$ cat src/rtl/dadc_pkg.sv
/*
  Shared constants, types and helpers for the dual converter output stage.
  Assumes a single system clock and an asynchronous active-low reset.
*/
package dadc_pkg;

  // word width and pipeline length of each channel
  localparam int unsigned WORD_W = 8;
  localparam int unsigned PIPE_DEPTH = 4;

  // sample-clock edges that must pass after standby before data is good
  localparam logic [3:0] RECOVERY_CYCLES = 4'hF;
  localparam logic [3:0] CNT_RESET = 4'h0;
  localparam logic [3:0] CNT_STEP = 4'h1;
  localparam logic [7:0] WORD_RESET = 8'h00;

  // strap codes, first strap in the upper bit
  localparam logic [1:0] STRAP_STBY_BOTH = 2'h0;
  localparam logic [1:0] STRAP_STBY_B = 2'h1;
  localparam logic [1:0] STRAP_NORMAL = 2'h2;
  localparam logic [1:0] STRAP_ALIGN = 2'h3;

  typedef enum logic [3:0] {
    MODE_STBY_BOTH = 4'h1,
    MODE_STBY_B = 4'h2,
    MODE_NORMAL = 4'h4,
    MODE_ALIGN = 4'h8
  } dadc_mode_t;

  typedef enum logic [2:0] {
    ST_IDLE = 3'h1,
    ST_RECOVER = 3'h2,
    ST_RUN = 3'h4
  } dadc_state_t;

  // strap decode; every code is legal
  function automatic dadc_mode_t dadc_decode(input logic [1:0] straps);
    dadc_mode_t m;
    unique case (straps)
      STRAP_STBY_BOTH: m = MODE_STBY_BOTH;
      STRAP_STBY_B: m = MODE_STBY_B;
      STRAP_NORMAL: m = MODE_NORMAL;
      STRAP_ALIGN: m = MODE_ALIGN;
    endcase
    return m;
  endfunction : dadc_decode

  // raw result is offset binary; twos complement flips the sign bit
  function automatic logic [7:0] dadc_code(input logic [7:0] raw, input logic twos);
    return twos ? {~raw[7], raw[6:0]} : raw;
  endfunction : dadc_code

  // channel power state walk
  function automatic dadc_state_t dadc_next_state(input dadc_state_t st, input logic stby,
                                                  input logic rise, input logic [3:0] cnt);
    dadc_state_t n;
    unique case (st)
      ST_IDLE: n = stby ? ST_IDLE : ST_RECOVER;
      ST_RECOVER: begin
        if (stby) n = ST_IDLE;
        else if (rise && cnt == RECOVERY_CYCLES - CNT_STEP) n = ST_RUN;
        else n = ST_RECOVER;
      end
      ST_RUN: n = stby ? ST_IDLE : ST_RUN;
      default: n = ST_IDLE;
    endcase
    return n;
  endfunction : dadc_next_state

  // recovery edge count, held at zero outside recovery
  function automatic logic [3:0] dadc_next_count(input dadc_state_t st, input logic stby,
                                                 input logic rise, input logic [3:0] cnt);
    if (st != ST_RECOVER || stby) return CNT_RESET;
    return rise ? cnt + CNT_STEP : cnt;
  endfunction : dadc_next_count

endpackage : dadc_pkg

$ cat src/rtl/dadc_chan.sv
/*
  One converter channel: sample-clock edge detect, result pipeline and
  output word register with optional half-period skew.
  Assumes the sample clock level is synchronous to the system clock.
*/
`timescale 1ns/100ps
module dadc_chan import dadc_pkg::*; (
  input wire logic i_clk_sys, // system clock
  input wire logic i_arst_n, // async reset, active low
  input wire logic i_enc, // sample clock level
  input wire logic i_enable, // channel out of standby
  input wire logic i_half, // skew output by half a period
  input wire logic i_twos, // twos complement coding
  input wire logic [WORD_W-1:0] i_conv, // raw result, offset binary
  output logic o_rise, // accepted rising sample edge
  output logic [WORD_W-1:0] o_word // registered output word
);

  logic enc_q;
  logic enc_d;
  logic fall;
  logic [WORD_W-1:0] pipe_q [PIPE_DEPTH];
  logic [WORD_W-1:0] pipe_d [PIPE_DEPTH];
  logic [WORD_W-1:0] stage_q;
  logic [WORD_W-1:0] stage_d;
  logic [WORD_W-1:0] word_q;
  logic [WORD_W-1:0] word_d;

  // edges are ignored in standby: the clock input is off
  always_comb begin
    enc_d = i_enc;
    o_rise = i_enable && i_enc && !enc_q;
    fall = i_enable && !i_enc && enc_q;
    pipe_d = pipe_q;
    stage_d = stage_q;
    word_d = word_q;
    if (o_rise) begin
      pipe_d[0] = i_conv;
      for (int i = 1; i < PIPE_DEPTH; i++) begin
        pipe_d[i] = pipe_q[i-1];
      end
      stage_d = pipe_q[PIPE_DEPTH-1];
      if (!i_half) begin
        word_d = dadc_code(pipe_q[PIPE_DEPTH-1], i_twos);
      end
    end
    // skewed word waits for the falling edge, half a period later
    if (fall && i_half) begin
      word_d = dadc_code(stage_q, i_twos);
    end
  end

  always_ff @(posedge i_clk_sys or negedge i_arst_n) begin
    if (!i_arst_n) begin
      enc_q <= 1'b0;
      for (int i = 0; i < PIPE_DEPTH; i++) begin
        pipe_q[i] <= WORD_RESET;
      end
      stage_q <= WORD_RESET;
      word_q <= WORD_RESET;
    end else begin
      enc_q <= enc_d;
      pipe_q <= pipe_d;
      stage_q <= stage_d;
      word_q <= word_d;
    end
  end

  assign o_word = word_q;

  // helper history of accepted samples for the checks below
  logic [31:0] hist_q;
  always_ff @(posedge i_clk_sys or negedge i_arst_n) begin
    if (!i_arst_n) begin
      hist_q <= 32'h0000_0000;
    end else if (o_rise) begin
      hist_q <= {hist_q[23:0], i_conv};
    end
  end
endmodule : dadc_chan

$ cat src/rtl/dadc_top.sv
/*
  Digital control and output stage of a dual 8-bit sampling converter:
  strap decode, per-channel standby and recovery, output drivers.
  Assumes sample clocks and straps are synchronous to the system clock
  and that the analog core presents each raw result in offset binary.
*/

// Summary of operation
// - output word lags sample by four edges
// - output word updates on channel rising edge
// - standby channel outputs are high impedance
// - format strap high gives twos complement
// - data valid after fifteen edges from standby
// - standby both channels or only channel b
// - standby also turns sample-clock inputs off
// - align mode adds half period to b
// - antiphase clocks align: b ready on a rising
// - shared clock align: b in antiphase
// - shared clock normal: both same edge
// - 00 both, 01 b, 10 normal, 11 align
// - two 8-bit words, two sample clocks
`timescale 1ns/100ps
module dadc_top import dadc_pkg::*; (
  input wire logic i_clk_sys, // system clock, 10 MHz
  input wire logic i_arst_n, // async reset, active low
  input wire logic i_sample_clock_chan_a, // channel a sample clock
  input wire logic i_sample_clock_chan_b, // channel b sample clock
  input wire logic i_mode_select_first, // mode strap, upper bit
  input wire logic i_mode_select_second, // mode strap, lower bit
  input wire logic i_output_format_select, // high: twos complement
  input wire logic [WORD_W-1:0] i_conv_result_chan_a, // raw result a
  input wire logic [WORD_W-1:0] i_conv_result_chan_b, // raw result b
  output logic [WORD_W-1:0] o_sample_word_chan_a, // output word a
  output logic o_sample_word_oe_chan_a, // word a driven
  output logic [WORD_W-1:0] o_sample_word_chan_b, // output word b
  output logic o_sample_word_oe_chan_b, // word b driven
  output logic o_clock_in_en_chan_a, // sample clock a input on
  output logic o_clock_in_en_chan_b, // sample clock b input on
  output logic o_data_valid_chan_a, // a past recovery
  output logic o_data_valid_chan_b // b past recovery
);

  // strap and format registers
  dadc_mode_t mode_q;
  dadc_mode_t mode_d;
  logic twos_q;
  logic twos_d;

  // channel a power state
  dadc_state_t st_a_q;
  dadc_state_t st_a_d;
  logic [3:0] cnt_a_q;
  logic [3:0] cnt_a_d;
  logic en_a_q;
  logic en_a_d;
  logic valid_a_q;
  logic valid_a_d;

  // channel b power state
  dadc_state_t st_b_q;
  dadc_state_t st_b_d;
  logic [3:0] cnt_b_q;
  logic [3:0] cnt_b_d;
  logic en_b_q;
  logic en_b_d;
  logic valid_b_q;
  logic valid_b_d;

  // decoded mode terms
  logic stby_a;
  logic stby_b;
  logic align;
  logic rise_a;
  logic rise_b;

  // straps are static by contract, so they are registered once only
  always_comb begin
    mode_d = dadc_decode({i_mode_select_first, i_mode_select_second});
    twos_d = i_output_format_select;
  end

  always_ff @(posedge i_clk_sys or negedge i_arst_n) begin
    if (!i_arst_n) begin
      mode_q <= MODE_STBY_BOTH;
      twos_q <= 1'b0;
    end else begin
      mode_q <= mode_d;
      twos_q <= twos_d;
    end
  end

  // which channels sleep, and whether b is skewed
  always_comb begin
    stby_a = 1'b0;
    stby_b = 1'b0;
    align = 1'b0;
    unique case (mode_q)
      MODE_STBY_BOTH: begin
        stby_a = 1'b1;
        stby_b = 1'b1;
      end
      MODE_STBY_B: stby_b = 1'b1;
      MODE_NORMAL: align = 1'b0;
      MODE_ALIGN: align = 1'b1;
      default: begin
        stby_a = 1'b1;
        stby_b = 1'b1;
      end
    endcase
  end

  // channel a: standby, recovery count, run
  always_comb begin
    st_a_d = dadc_next_state(st_a_q, stby_a, rise_a, cnt_a_q);
    cnt_a_d = dadc_next_count(st_a_q, stby_a, rise_a, cnt_a_q);
    en_a_d = (st_a_d != ST_IDLE);
    valid_a_d = (st_a_d == ST_RUN);
  end

  always_ff @(posedge i_clk_sys or negedge i_arst_n) begin
    if (!i_arst_n) begin
      st_a_q <= ST_IDLE;
      cnt_a_q <= CNT_RESET;
      en_a_q <= 1'b0;
      valid_a_q <= 1'b0;
    end else begin
      st_a_q <= st_a_d;
      cnt_a_q <= cnt_a_d;
      en_a_q <= en_a_d;
      valid_a_q <= valid_a_d;
    end
  end

  // channel b: same walk, its own standby term
  always_comb begin
    st_b_d = dadc_next_state(st_b_q, stby_b, rise_b, cnt_b_q);
    cnt_b_d = dadc_next_count(st_b_q, stby_b, rise_b, cnt_b_q);
    en_b_d = (st_b_d != ST_IDLE);
    valid_b_d = (st_b_d == ST_RUN);
  end

  always_ff @(posedge i_clk_sys or negedge i_arst_n) begin
    if (!i_arst_n) begin
      st_b_q <= ST_IDLE;
      cnt_b_q <= CNT_RESET;
      en_b_q <= 1'b0;
      valid_b_q <= 1'b0;
    end else begin
      st_b_q <= st_b_d;
      cnt_b_q <= cnt_b_d;
      en_b_q <= en_b_d;
      valid_b_q <= valid_b_d;
    end
  end

  // channel a never skews; it is the reference for aligned capture
  dadc_chan u_chan_a (
    .i_clk_sys(i_clk_sys),
    .i_arst_n(i_arst_n),
    .i_enc(i_sample_clock_chan_a),
    .i_enable(en_a_q),
    .i_half(1'b0),
    .i_twos(twos_q),
    .i_conv(i_conv_result_chan_a),
    .o_rise(rise_a),
    .o_word(o_sample_word_chan_a)
  );

  // channel b lands on its falling edge in align mode
  dadc_chan u_chan_b (
    .i_clk_sys(i_clk_sys),
    .i_arst_n(i_arst_n),
    .i_enc(i_sample_clock_chan_b),
    .i_enable(en_b_q),
    .i_half(align),
    .i_twos(twos_q),
    .i_conv(i_conv_result_chan_b),
    .o_rise(rise_b),
    .o_word(o_sample_word_chan_b)
  );

  // driver and clock input enables share one flop per channel
  always_comb begin
    o_sample_word_oe_chan_a = en_a_q;
    o_sample_word_oe_chan_b = en_b_q;
    o_clock_in_en_chan_a = en_a_q;
    o_clock_in_en_chan_b = en_b_q;
    o_data_valid_chan_a = valid_a_q;
    o_data_valid_chan_b = valid_b_q;
  end

  // helper: accepted a edges since leaving standby, for the recovery check
  logic [3:0] seen_a_q;
  always_ff @(posedge i_clk_sys or negedge i_arst_n) begin
    if (!i_arst_n) begin
      seen_a_q <= CNT_RESET;
    end else if (!o_sample_word_oe_chan_a) begin
      seen_a_q <= CNT_RESET;
    end else if (rise_a && !o_data_valid_chan_a) begin
      seen_a_q <= seen_a_q + CNT_STEP;
    end
  end

  // helper: accepted b edges since leaving standby; b can wake on its own
  logic [3:0] seen_b_q;
  always_ff @(posedge i_clk_sys or negedge i_arst_n) begin
    if (!i_arst_n) begin
      seen_b_q <= CNT_RESET;
    end else if (!o_sample_word_oe_chan_b) begin
      seen_b_q <= CNT_RESET;
    end else if (rise_b && !o_data_valid_chan_b) begin
      seen_b_q <= seen_b_q + CNT_STEP;
    end
  end
endmodule : dadc_top

$ cat config.mk
export PLATFORM = sky130hd
export DESIGN_NAME = dadc_top
export DESIGN_NICKNAME = d
export VERILOG_FILES = /design/src/rtl/dadc_pkg.sv /design/src/rtl/dadc_chan.sv /design/src/rtl/dadc_top.sv
export SDC_FILE = /design/constraint.sdc
export NUM_CORES = 1
export LEC_CHECK = 0
export BUFFER_PORTS_ARGS = -buffer_cell sky130_fd_sc_hd__buf_2
export CAP_MARGIN = 20
export CORE_MARGIN = 2
export CORE_UTILIZATION = 50
export DETAILED_ROUTE_END_ITERATION = 7
export HOLD_SLACK_MARGIN = 0.03
export PLACE_DENSITY = 0.69
export SETUP_SLACK_MARGIN = 0.5
export SYNTH_ARGS = -nofsm -noshare
export SYNTH_HDL_FRONTEND = slang
export SYNTH_SLANG_ARGS = --single-unit
export TNS_END_PERCENT = 30
$ cat constraint.sdc
create_clock -name i_clk_sys -period 4.91 [get_ports i_clk_sys]
set_input_delay 0.491 -clock i_clk_sys [delete_from_list [all_inputs] [get_ports i_clk_sys]]
set_output_delay 0.491 -clock i_clk_sys [all_outputs]
set_load 0.01 [all_outputs]
# Word-level counts from Yosys, hierarchy flattened
# Cells that the tools add are included.
# Widths: inputs -> output; s select.
[totals]
in_bits = 23
register_bits = 113
word_cells = 98
output_inout_bits = 22
[op_classes]
bitwise_logic = 3
n_addsub = 2
n_eq_ne = 21
n_reduce_logical = 21
mux = 28
[op_table]
columns = ["op", "count"]
rows = [
  ["$mux 8", 6],
  ["$mux 4", 6],
  ["$mux 3", 6],
  ["$pmux 3 s3", 2],
  ["$pmux 4 s4", 1],
  ["$eq 3x3->1 const B", 4],
  ["$eq 4x4->1 const B", 3],
  ["$logic_and 1x1->1", 9],
  ["$add 4x1->4 const B", 2],
  ["$eq 3x1->1 const B", 2],
  ["$eq 3x2->1 const B", 2],
  ["$ne 3x1->1 const B", 2],
  ["$ne 3x2->1 const B", 2],
  ["$reduce_bool 2->1", 3],
  ["$mux 1", 5],
  ["$eq 2x2->1 const B", 2],
  ["$eq 4x2->1 const B", 1],
  ["$eq 4x3->1 const B", 1],
  ["$mux 2", 2],
  ["$logic_not 1->1", 3],
  ["$not 1->1", 3],
  ["$reduce_or 3->1", 1],
  ["$eq 2x1->1 const B", 1],
  ["$logic_not 2->1", 1],
  ["4 further kinds", 5],
]

# Depth between registers and ports, before layout
[logic_depth]
word_depth = 7
ltp_mapped = 6
mapped_depth_nobuf = 5

# Modules after synthesis
# Synthesis repeated with hierarchy kept, for this count alone.
[hier_totals]
cells_unflattened = 344
hier_area_um2 = 5291.3
[by_module_without_submodules]
columns = ["module", "n_inst", "cells_each", "area_each_um2", "seq_area_each_um2"]
rows = [
  ["dadc_chan", 2, 126, 2124.5, 1226.2],
  ["dadc_top", 1, 92, 1042.2, 579.3],
]

# Worst setup path after synthesis
# Ideal clock, no wire load.
[synth_path]
path_type = "register to register"
start = "register mode_q[1]"
end = "register u_chan_b.word_q[4] (netlist: u_chan_b.o_word[4])"
required_ns = 4.787
period_less_slack_ns = 1.554
path_buffers = 1
arrival_time_ns = 1.431
setup_slack_ns = 3.356
path_stages_with_launch = 6
setup_ns = 0.123
cell_sequence = "dfrtp_1 nor4b_2 mux2_2 buf_4 nor2_1 a21oi_1"
[synth_between]
elab_chain_len = 5
elab_cells_between_ends = 7
cone_classes = "2 x eq/ne; 2 x mux; 3 x reduce/logical"
[synth_lines]
columns = ["element", "line_no", "source"]
rows = [
  ["start, declared", "dadc_top.sv:44", "dadc_mode_t mode_q;"],
  ["start signal, assigned", "dadc_top.sv:87", "mode_q <= mode_d;"],
  ["$eq 4x4->1 *", "dadc_top.sv:97", "unique case (mode_q)"],
  ["$mux 1 *", "dadc_top.sv:97", ""],
  ["$logic_and 1x1->1", "dadc_chan.sv:48", "if (fall && i_half) begin"],
  ["$ne 2x2->1 (no line) / $reduce_bool 2->1 (equally long branches)", "n/a", ""],
  ["$reduce_and 2->1 (no line)", "n/a", ""],
  ["end signal, assigned", "dadc_chan.sv:65", "word_q <= word_d;"],
  ["end, declared", "dadc_chan.sv:26", "logic [WORD_W-1:0] word_q;"],
]
# Mark *: on every way between the ends. The rest lies on a longest branch, timed or not.
# A chain may end at the register's enable or synchronous reset.

# Final worst setup path
[layout_path]
start = "register u_chan_a.enc_q"
end = "register valid_a_q (netlist: o_data_valid_chan_a)"
[layout_between]
elab_chain_len = 7
[layout_lines]
columns = ["element", "line_no", "source"]
rows = [
  ["start, declared", "dadc_chan.sv:19", "logic enc_q;"],
  ["start signal, assigned", "dadc_chan.sv:62", "enc_q <= enc_d;"],
  ["$logic_not 1->1", "dadc_chan.sv:32", "o_rise = i_enable && i_enc && !enc_q;"],
  ["$logic_and 1x1->1", "dadc_chan.sv:32", ""],
  ["$logic_and 1x1->1", "dadc_pkg.sv:61", "else if (rise && cnt == RECOVERY_CYCLES - CNT_STEP) n = ST_RUN;"],
  ["$mux 3", "dadc_pkg.sv:61", ""],
  ["$mux 3", "dadc_pkg.sv:60", "if (stby) n = ST_IDLE;"],
  ["$pmux 3 s3", "dadc_pkg.sv:57", "unique case (st)"],
  ["$eq 3x3->1", "dadc_top.sv:117", "valid_a_d = (st_a_d == ST_RUN);"],
  ["net valid_a_d", "dadc_top.sv:57", "logic valid_a_d;"],
  ["end signal, assigned", "dadc_top.sv:130", "valid_a_q <= valid_a_d;"],
  ["end, declared", "dadc_top.sv:56", "logic valid_a_q;"],
]
# The timed path passes the listed nets, and every way through them passes these cells.

==> impl_metrics.xml <==
<?xml version="1.0" encoding="UTF-8"?>
<metrics>
  <group name="clocking">
    <metric name="holdBufCountCts" unit="">0</metric>
    <metric name="post_cts_resized" unit="">0</metric>
    <metric name="numCtsBuffers" unit="">17</metric>
    <metric name="tritoncts" unit="">yes</metric>
    <metric name="numClockSinks" unit="">113</metric>
    <metric name="clock_insertion_delay_worst_skew" unit="ns">0.50</metric>
    <metric name="clkTransAtPathRegs" unit="ns">0.05</metric>
    <metric name="ctsHtreeMaxLevel" unit="">4</metric>
    <metric name="cts.path.max_buffers" unit="">2</metric>
    <metric name="cts_setup_buffers" unit="">0</metric>
    <metric name="root_buffer" unit="">clkbuf_8</metric>
  </group>
  <group name="worst_setup_path">
    <metric name="cp_data_arrival_time" unit="ns">2.33</metric>
    <metric name="startpoint_type" unit="">flop</metric>
    <metric name="cp.required" unit="ns">5.31</metric>
    <metric name="rr_endpoint" unit="">o_data_valid_chan_a</metric>
    <metric name="ff2ff_setup_slack" unit="ns">2.97</metric>
    <metric name="r2r_start" unit="">u_chan_a.enc_q</metric>
    <metric name="setup.worst_path.end_class" unit="">flop</metric>
    <metric name="worstRegToRegCells" unit="">5</metric>
    <metric name="critical_path_class" unit="">reg2reg</metric>
    <metric name="timing.critical_path.fanout_max" unit="">43</metric>
  </group>
  <group name="logic_synthesis">
    <metric name="ys_ff_latch" unit="">113</metric>
    <metric name="synth_top_cell_by_area" unit="">dfrtp_1</metric>
    <metric name="synth.area.mux_share" unit="%">1.80</metric>
    <metric name="largest_family_of_logic_cells_by_synthesized_area" unit="">simple AND/OR/NAND/NOR gates</metric>
    <metric name="synth_sequential_area_ratio" unit="%">62.7</metric>
    <metric name="synthDistinctLibCells" unit="">31</metric>
    <metric name="syn_area" unit="um^2">4510</metric>
    <metric name="synth_simple_gate_area_share" unit="%">26.2</metric>
    <metric name="yosys-top-cells-area" unit="">dfrtp_1 61%, nand2_1 20%, nor2_1 1.8%</metric>
    <metric name="complex_gate_fraction_of_the_synthesized_area" unit="%">3.49</metric>
    <metric name="synth_top_area_share" unit="%">61.0</metric>
    <metric name="ys.warnings.count" unit="">0</metric>
    <metric name="xor_and_xnor_fraction_of_the_mapped_netlist_area" unit="%">1.94</metric>
    <metric name="yosys.area_share.adder" unit="%">1.11</metric>
    <metric name="postSynthAreaPerCell" unit="um^2">9.48</metric>
    <metric name="netlist_instances" unit="">476</metric>
    <metric name="synth_nets" unit="">503</metric>
  </group>
  <group name="sta">
    <metric name="clock.fmax" unit="MHz">517</metric>
    <metric name="final_critical_path_setup_slack" unit="ns">2.97</metric>
    <metric name="final.setup_skew" unit="ns">0.00666</metric>
    <metric name="grt_setup_unrepaired" unit="">no</metric>
    <metric name="final_setup_viols" unit="">0</metric>
    <metric name="worst-slew-pin-transition" unit="ns">0.707</metric>
    <metric name="timing.setup.tns" unit="ns">0</metric>
    <metric name="drv_slew" unit="">0</metric>
    <metric name="hold_violations" unit="">0</metric>
    <metric name="share_of_the_cycle_needed_by_the_critical_path_after_routing" unit="%">39.4</metric>
    <metric name="slew-limit-headroom" unit="%">52.8</metric>
    <metric name="finalWorstPathRequiredPeriod" unit="ns">1.94</metric>
  </group>
  <group name="global_route">
    <metric name="grt_start_max_net_pins" unit="">59</metric>
    <metric name="number_of_global_route_vias_before_repair" unit="">3166</metric>
    <metric name="grt_pass1_wl" unit="um">14000</metric>
    <metric name="grt_usage" unit="%">18.0</metric>
    <metric name="grt_antenna_before_repair" unit="">0</metric>
    <metric name="grt_remaining_overflow" unit="">0</metric>
  </group>
  <group name="pwr">
    <metric name="power_density" unit="nW/um^2">560</metric>
    <metric name="ir_drop" unit="mV">0.305</metric>
    <metric name="power.leakage" unit="nW">2.86</metric>
    <metric name="power" unit="mW">3.04</metric>
    <metric name="power_switching_share" unit="%">25.8</metric>
    <metric name="p_seq_share" unit="%">44.6</metric>
    <metric name="share_comb_of_total_power" unit="%">13.6</metric>
    <metric name="power_report.internal_total" unit="mW">2.26</metric>
    <metric name="clkPwrFrac" unit="%">41.8</metric>
    <metric name="net-switching-power" unit="uW">786</metric>
  </group>
  <group name="placement">
    <metric name="placed_inst_area" unit="um^2">4810</metric>
    <metric name="place_congestion" unit="">0.768</metric>
    <metric name="detailedPlacementHpwl" unit="um">4760</metric>
    <metric name="io_buffers" unit="">44</metric>
    <metric name="worst_slack_at_placement" unit="ns">2.78</metric>
  </group>
  <group name="flow_run">
    <metric name="timing.max_cap.violations" unit="">0</metric>
  </group>
  <group name="routing">
    <metric name="drt_first_iter_violations" unit="">183</metric>
    <metric name="detail_route.drc_violations" unit="">0</metric>
    <metric name="drt_pass1_iterations" unit="">4</metric>
    <metric name="vias_per_cell" unit="">4.90</metric>
    <metric name="detail_route.wl_per_cell" unit="um">12.4</metric>
    <metric name="detail-route-antenna-nets" unit="">0</metric>
    <metric name="overall_routed_net_length" unit="um">7940</metric>
    <metric name="vias" unit="">3148</metric>
  </group>
  <group name="floorplanning">
    <metric name="die-height" unit="um">99.0</metric>
    <metric name="fp-row-count" unit="">34</metric>
    <metric name="start_util" unit="%">51.8</metric>
    <metric name="io_pins" unit="">45</metric>
    <metric name="fp.dieArea" unit="um^2">9800</metric>
    <metric name="fp.dieW" unit="um">99.0</metric>
    <metric name="design.core.area" unit="um^2">8720</metric>
  </group>
  <group name="final_layout">
    <metric name="areaGrowthSynthToFinish" unit="%">20.4</metric>
    <metric name="multi_input_comb_area" unit="um^2">1560</metric>
    <metric name="postLayoutCoreUtil" unit="%">62.3</metric>
    <metric name="diodes" unit="">0</metric>
    <metric name="final_net_count" unit="">549</metric>
    <metric name="stdcell_area" unit="um^2">5430</metric>
    <metric name="drive_above_1_share" unit="%">15.9</metric>
    <metric name="num-fill-cells" unit="">718</metric>
    <metric name="layout.area.seq" unit="um^2">2830</metric>
  </group>
  <group name="min_path">
    <metric name="min-delay-path-class" unit="">in2async</metric>
  </group>
  <group name="status">
    <metric name="outcome" unit="">completed</metric>
  </group>
</metrics>
[power by group through the flow]
stage / clock, mW / sequential (mW) / combinational, mW
detailed placement: 0 / 1.37 / 0.415
global placement: 0 / 1.36 / 0.398
finish: 1.27 / 1.36 / 0.413
global route: 1.34 / 1.40 / 0.483
CTS: 1.29 / 1.36 / 0.423
floorplan: 0 / 1.37 / 0.260
[cells in the mapped netlist]
cell type	n
nand4_1	4
xnor2_1	3
and3b_1	3
o21a_1	1
a211oi_1	6
mux2_2	1
xor2_1	7
nand2b_1	5
mux2i_1	7
nor2b_1	2
buf_2	1
dfrtp_1	110
o21ai_0	7
inv_1	6
ha_1	4
or3b_1	2
o211ai_1	1
dfstp_2	3
or4b_4	1
nor4b_2	1
a21oi_1	9
nand3b_1	4
or4b_1	1
and2_1	3
nand3_1	1
o2111ai_1	1
clkbuf_1	16
buf_4	5
nand2_1	238
nor2_1	22
o221ai_1	1
[how the worst max path moves through the flow]
stage	from	to	slack, ns
2_1_floorplan	mode_q[1]	u_chan_b.o_word[4]	3.36
3_3_place_gp	i_sample_clock_chan_b	o_data_valid_chan_b	2.91
3_5_place_dp	i_sample_clock_chan_a	st_a_q[2]	2.78
4_1_cts	u_chan_a.enc_q	st_a_q[2]	2.96
5_1_grt	u_chan_a.enc_q	st_a_q[2]	2.83
6_report	u_chan_a.enc_q	o_data_valid_chan_a	2.97
[layer usage]
| metal | track usage, % | up-vias | wire (um) |
|---|---|---|---|
| li1 | - | 1591 | - |
| met1 | 23.7 | 1497 | 3890 |
| met2 | 27.9 | 50 | 3610 |
| met3 | 6.31 | 10 | 336 |
| met4 | 6.64 | 0 | 113 |
| met5 | 0 | - | 0 |
[through the flow]
stage                     hold slack, ns  cells
after floorplan                    0.195    476
after global placement             0.446    611
after detailed placement           0.449    611
after CTS                         0.0489    642
after global routing              0.0701    642
final                             0.0297    642
[sequential cells by signal, summed over array words and instances, names as in the netlist]
signal and flops:
o_clock_in_en_chan_a 1, u_chan_b.o_word 8, u_chan_a.pipe_q 32, cnt_a_q 4, st_b_q 3, mode_q 4
cnt_b_q 4, u_chan_b.stage_q 8, twos_q 1, o_data_valid_chan_a 1, u_chan_a.o_word 8, st_a_q 3
u_chan_b.pipe_q 32, u_chan_b.enc_q 1, o_clock_in_en_chan_b 1, o_data_valid_chan_b 1, u_chan_a.enc_q 1
[layout make-up]
cell class              count  area share (%)
flip-flops and latches    113            52.1
multi-input cells         335            28.7
clock buffers              22            8.70
repair buffers             49            4.79
clock inverters             9            2.83
well taps                 108            2.49
inverters                   6           0.414
[logic make-up (layout without fill, tap and decap cells)]
group	Yosys count	in the layout
fa+ha+maj	4	4
xor+xnor	10	10
compound gates	26	26
buf+inv	28	86
mux	8	8
flops	113	113
simple gates	287	287
[critical path, cell delays in order (launching register included)]
cell and delay, ns:
dfrtp_1 0.37, and3b_1 0.21, buf_4 0.38, nand4_1 0.20
or3b_1 0.43, a211oi_1 0.24
[layout by cell type, fill, tap and decap left out, drive strengths merged, types with 2 or more instances in the layout]
cell type,synthesis,layout
clkinv,0,3
dfrtp,110,110
clkinvlp,0,2
buf,6,49
xnor2,3,3
nand2b,5,5
o21ai,7,7
a21oi,9,9
and3b,3,3
a211oi,6,6
xor2,7,7
and2,3,3
or3b,2,2
nor2b,2,2
or4b,2,2
inv,6,6
nor2,22,22
clkbuf,16,22
nand3b,4,4
mux2i,7,7
bufinv,0,4
dfstp,3,3
ha,4,4
nand2,238,238
nand4,4,4
No activity file was read; power rests on OpenSTA's default activity.
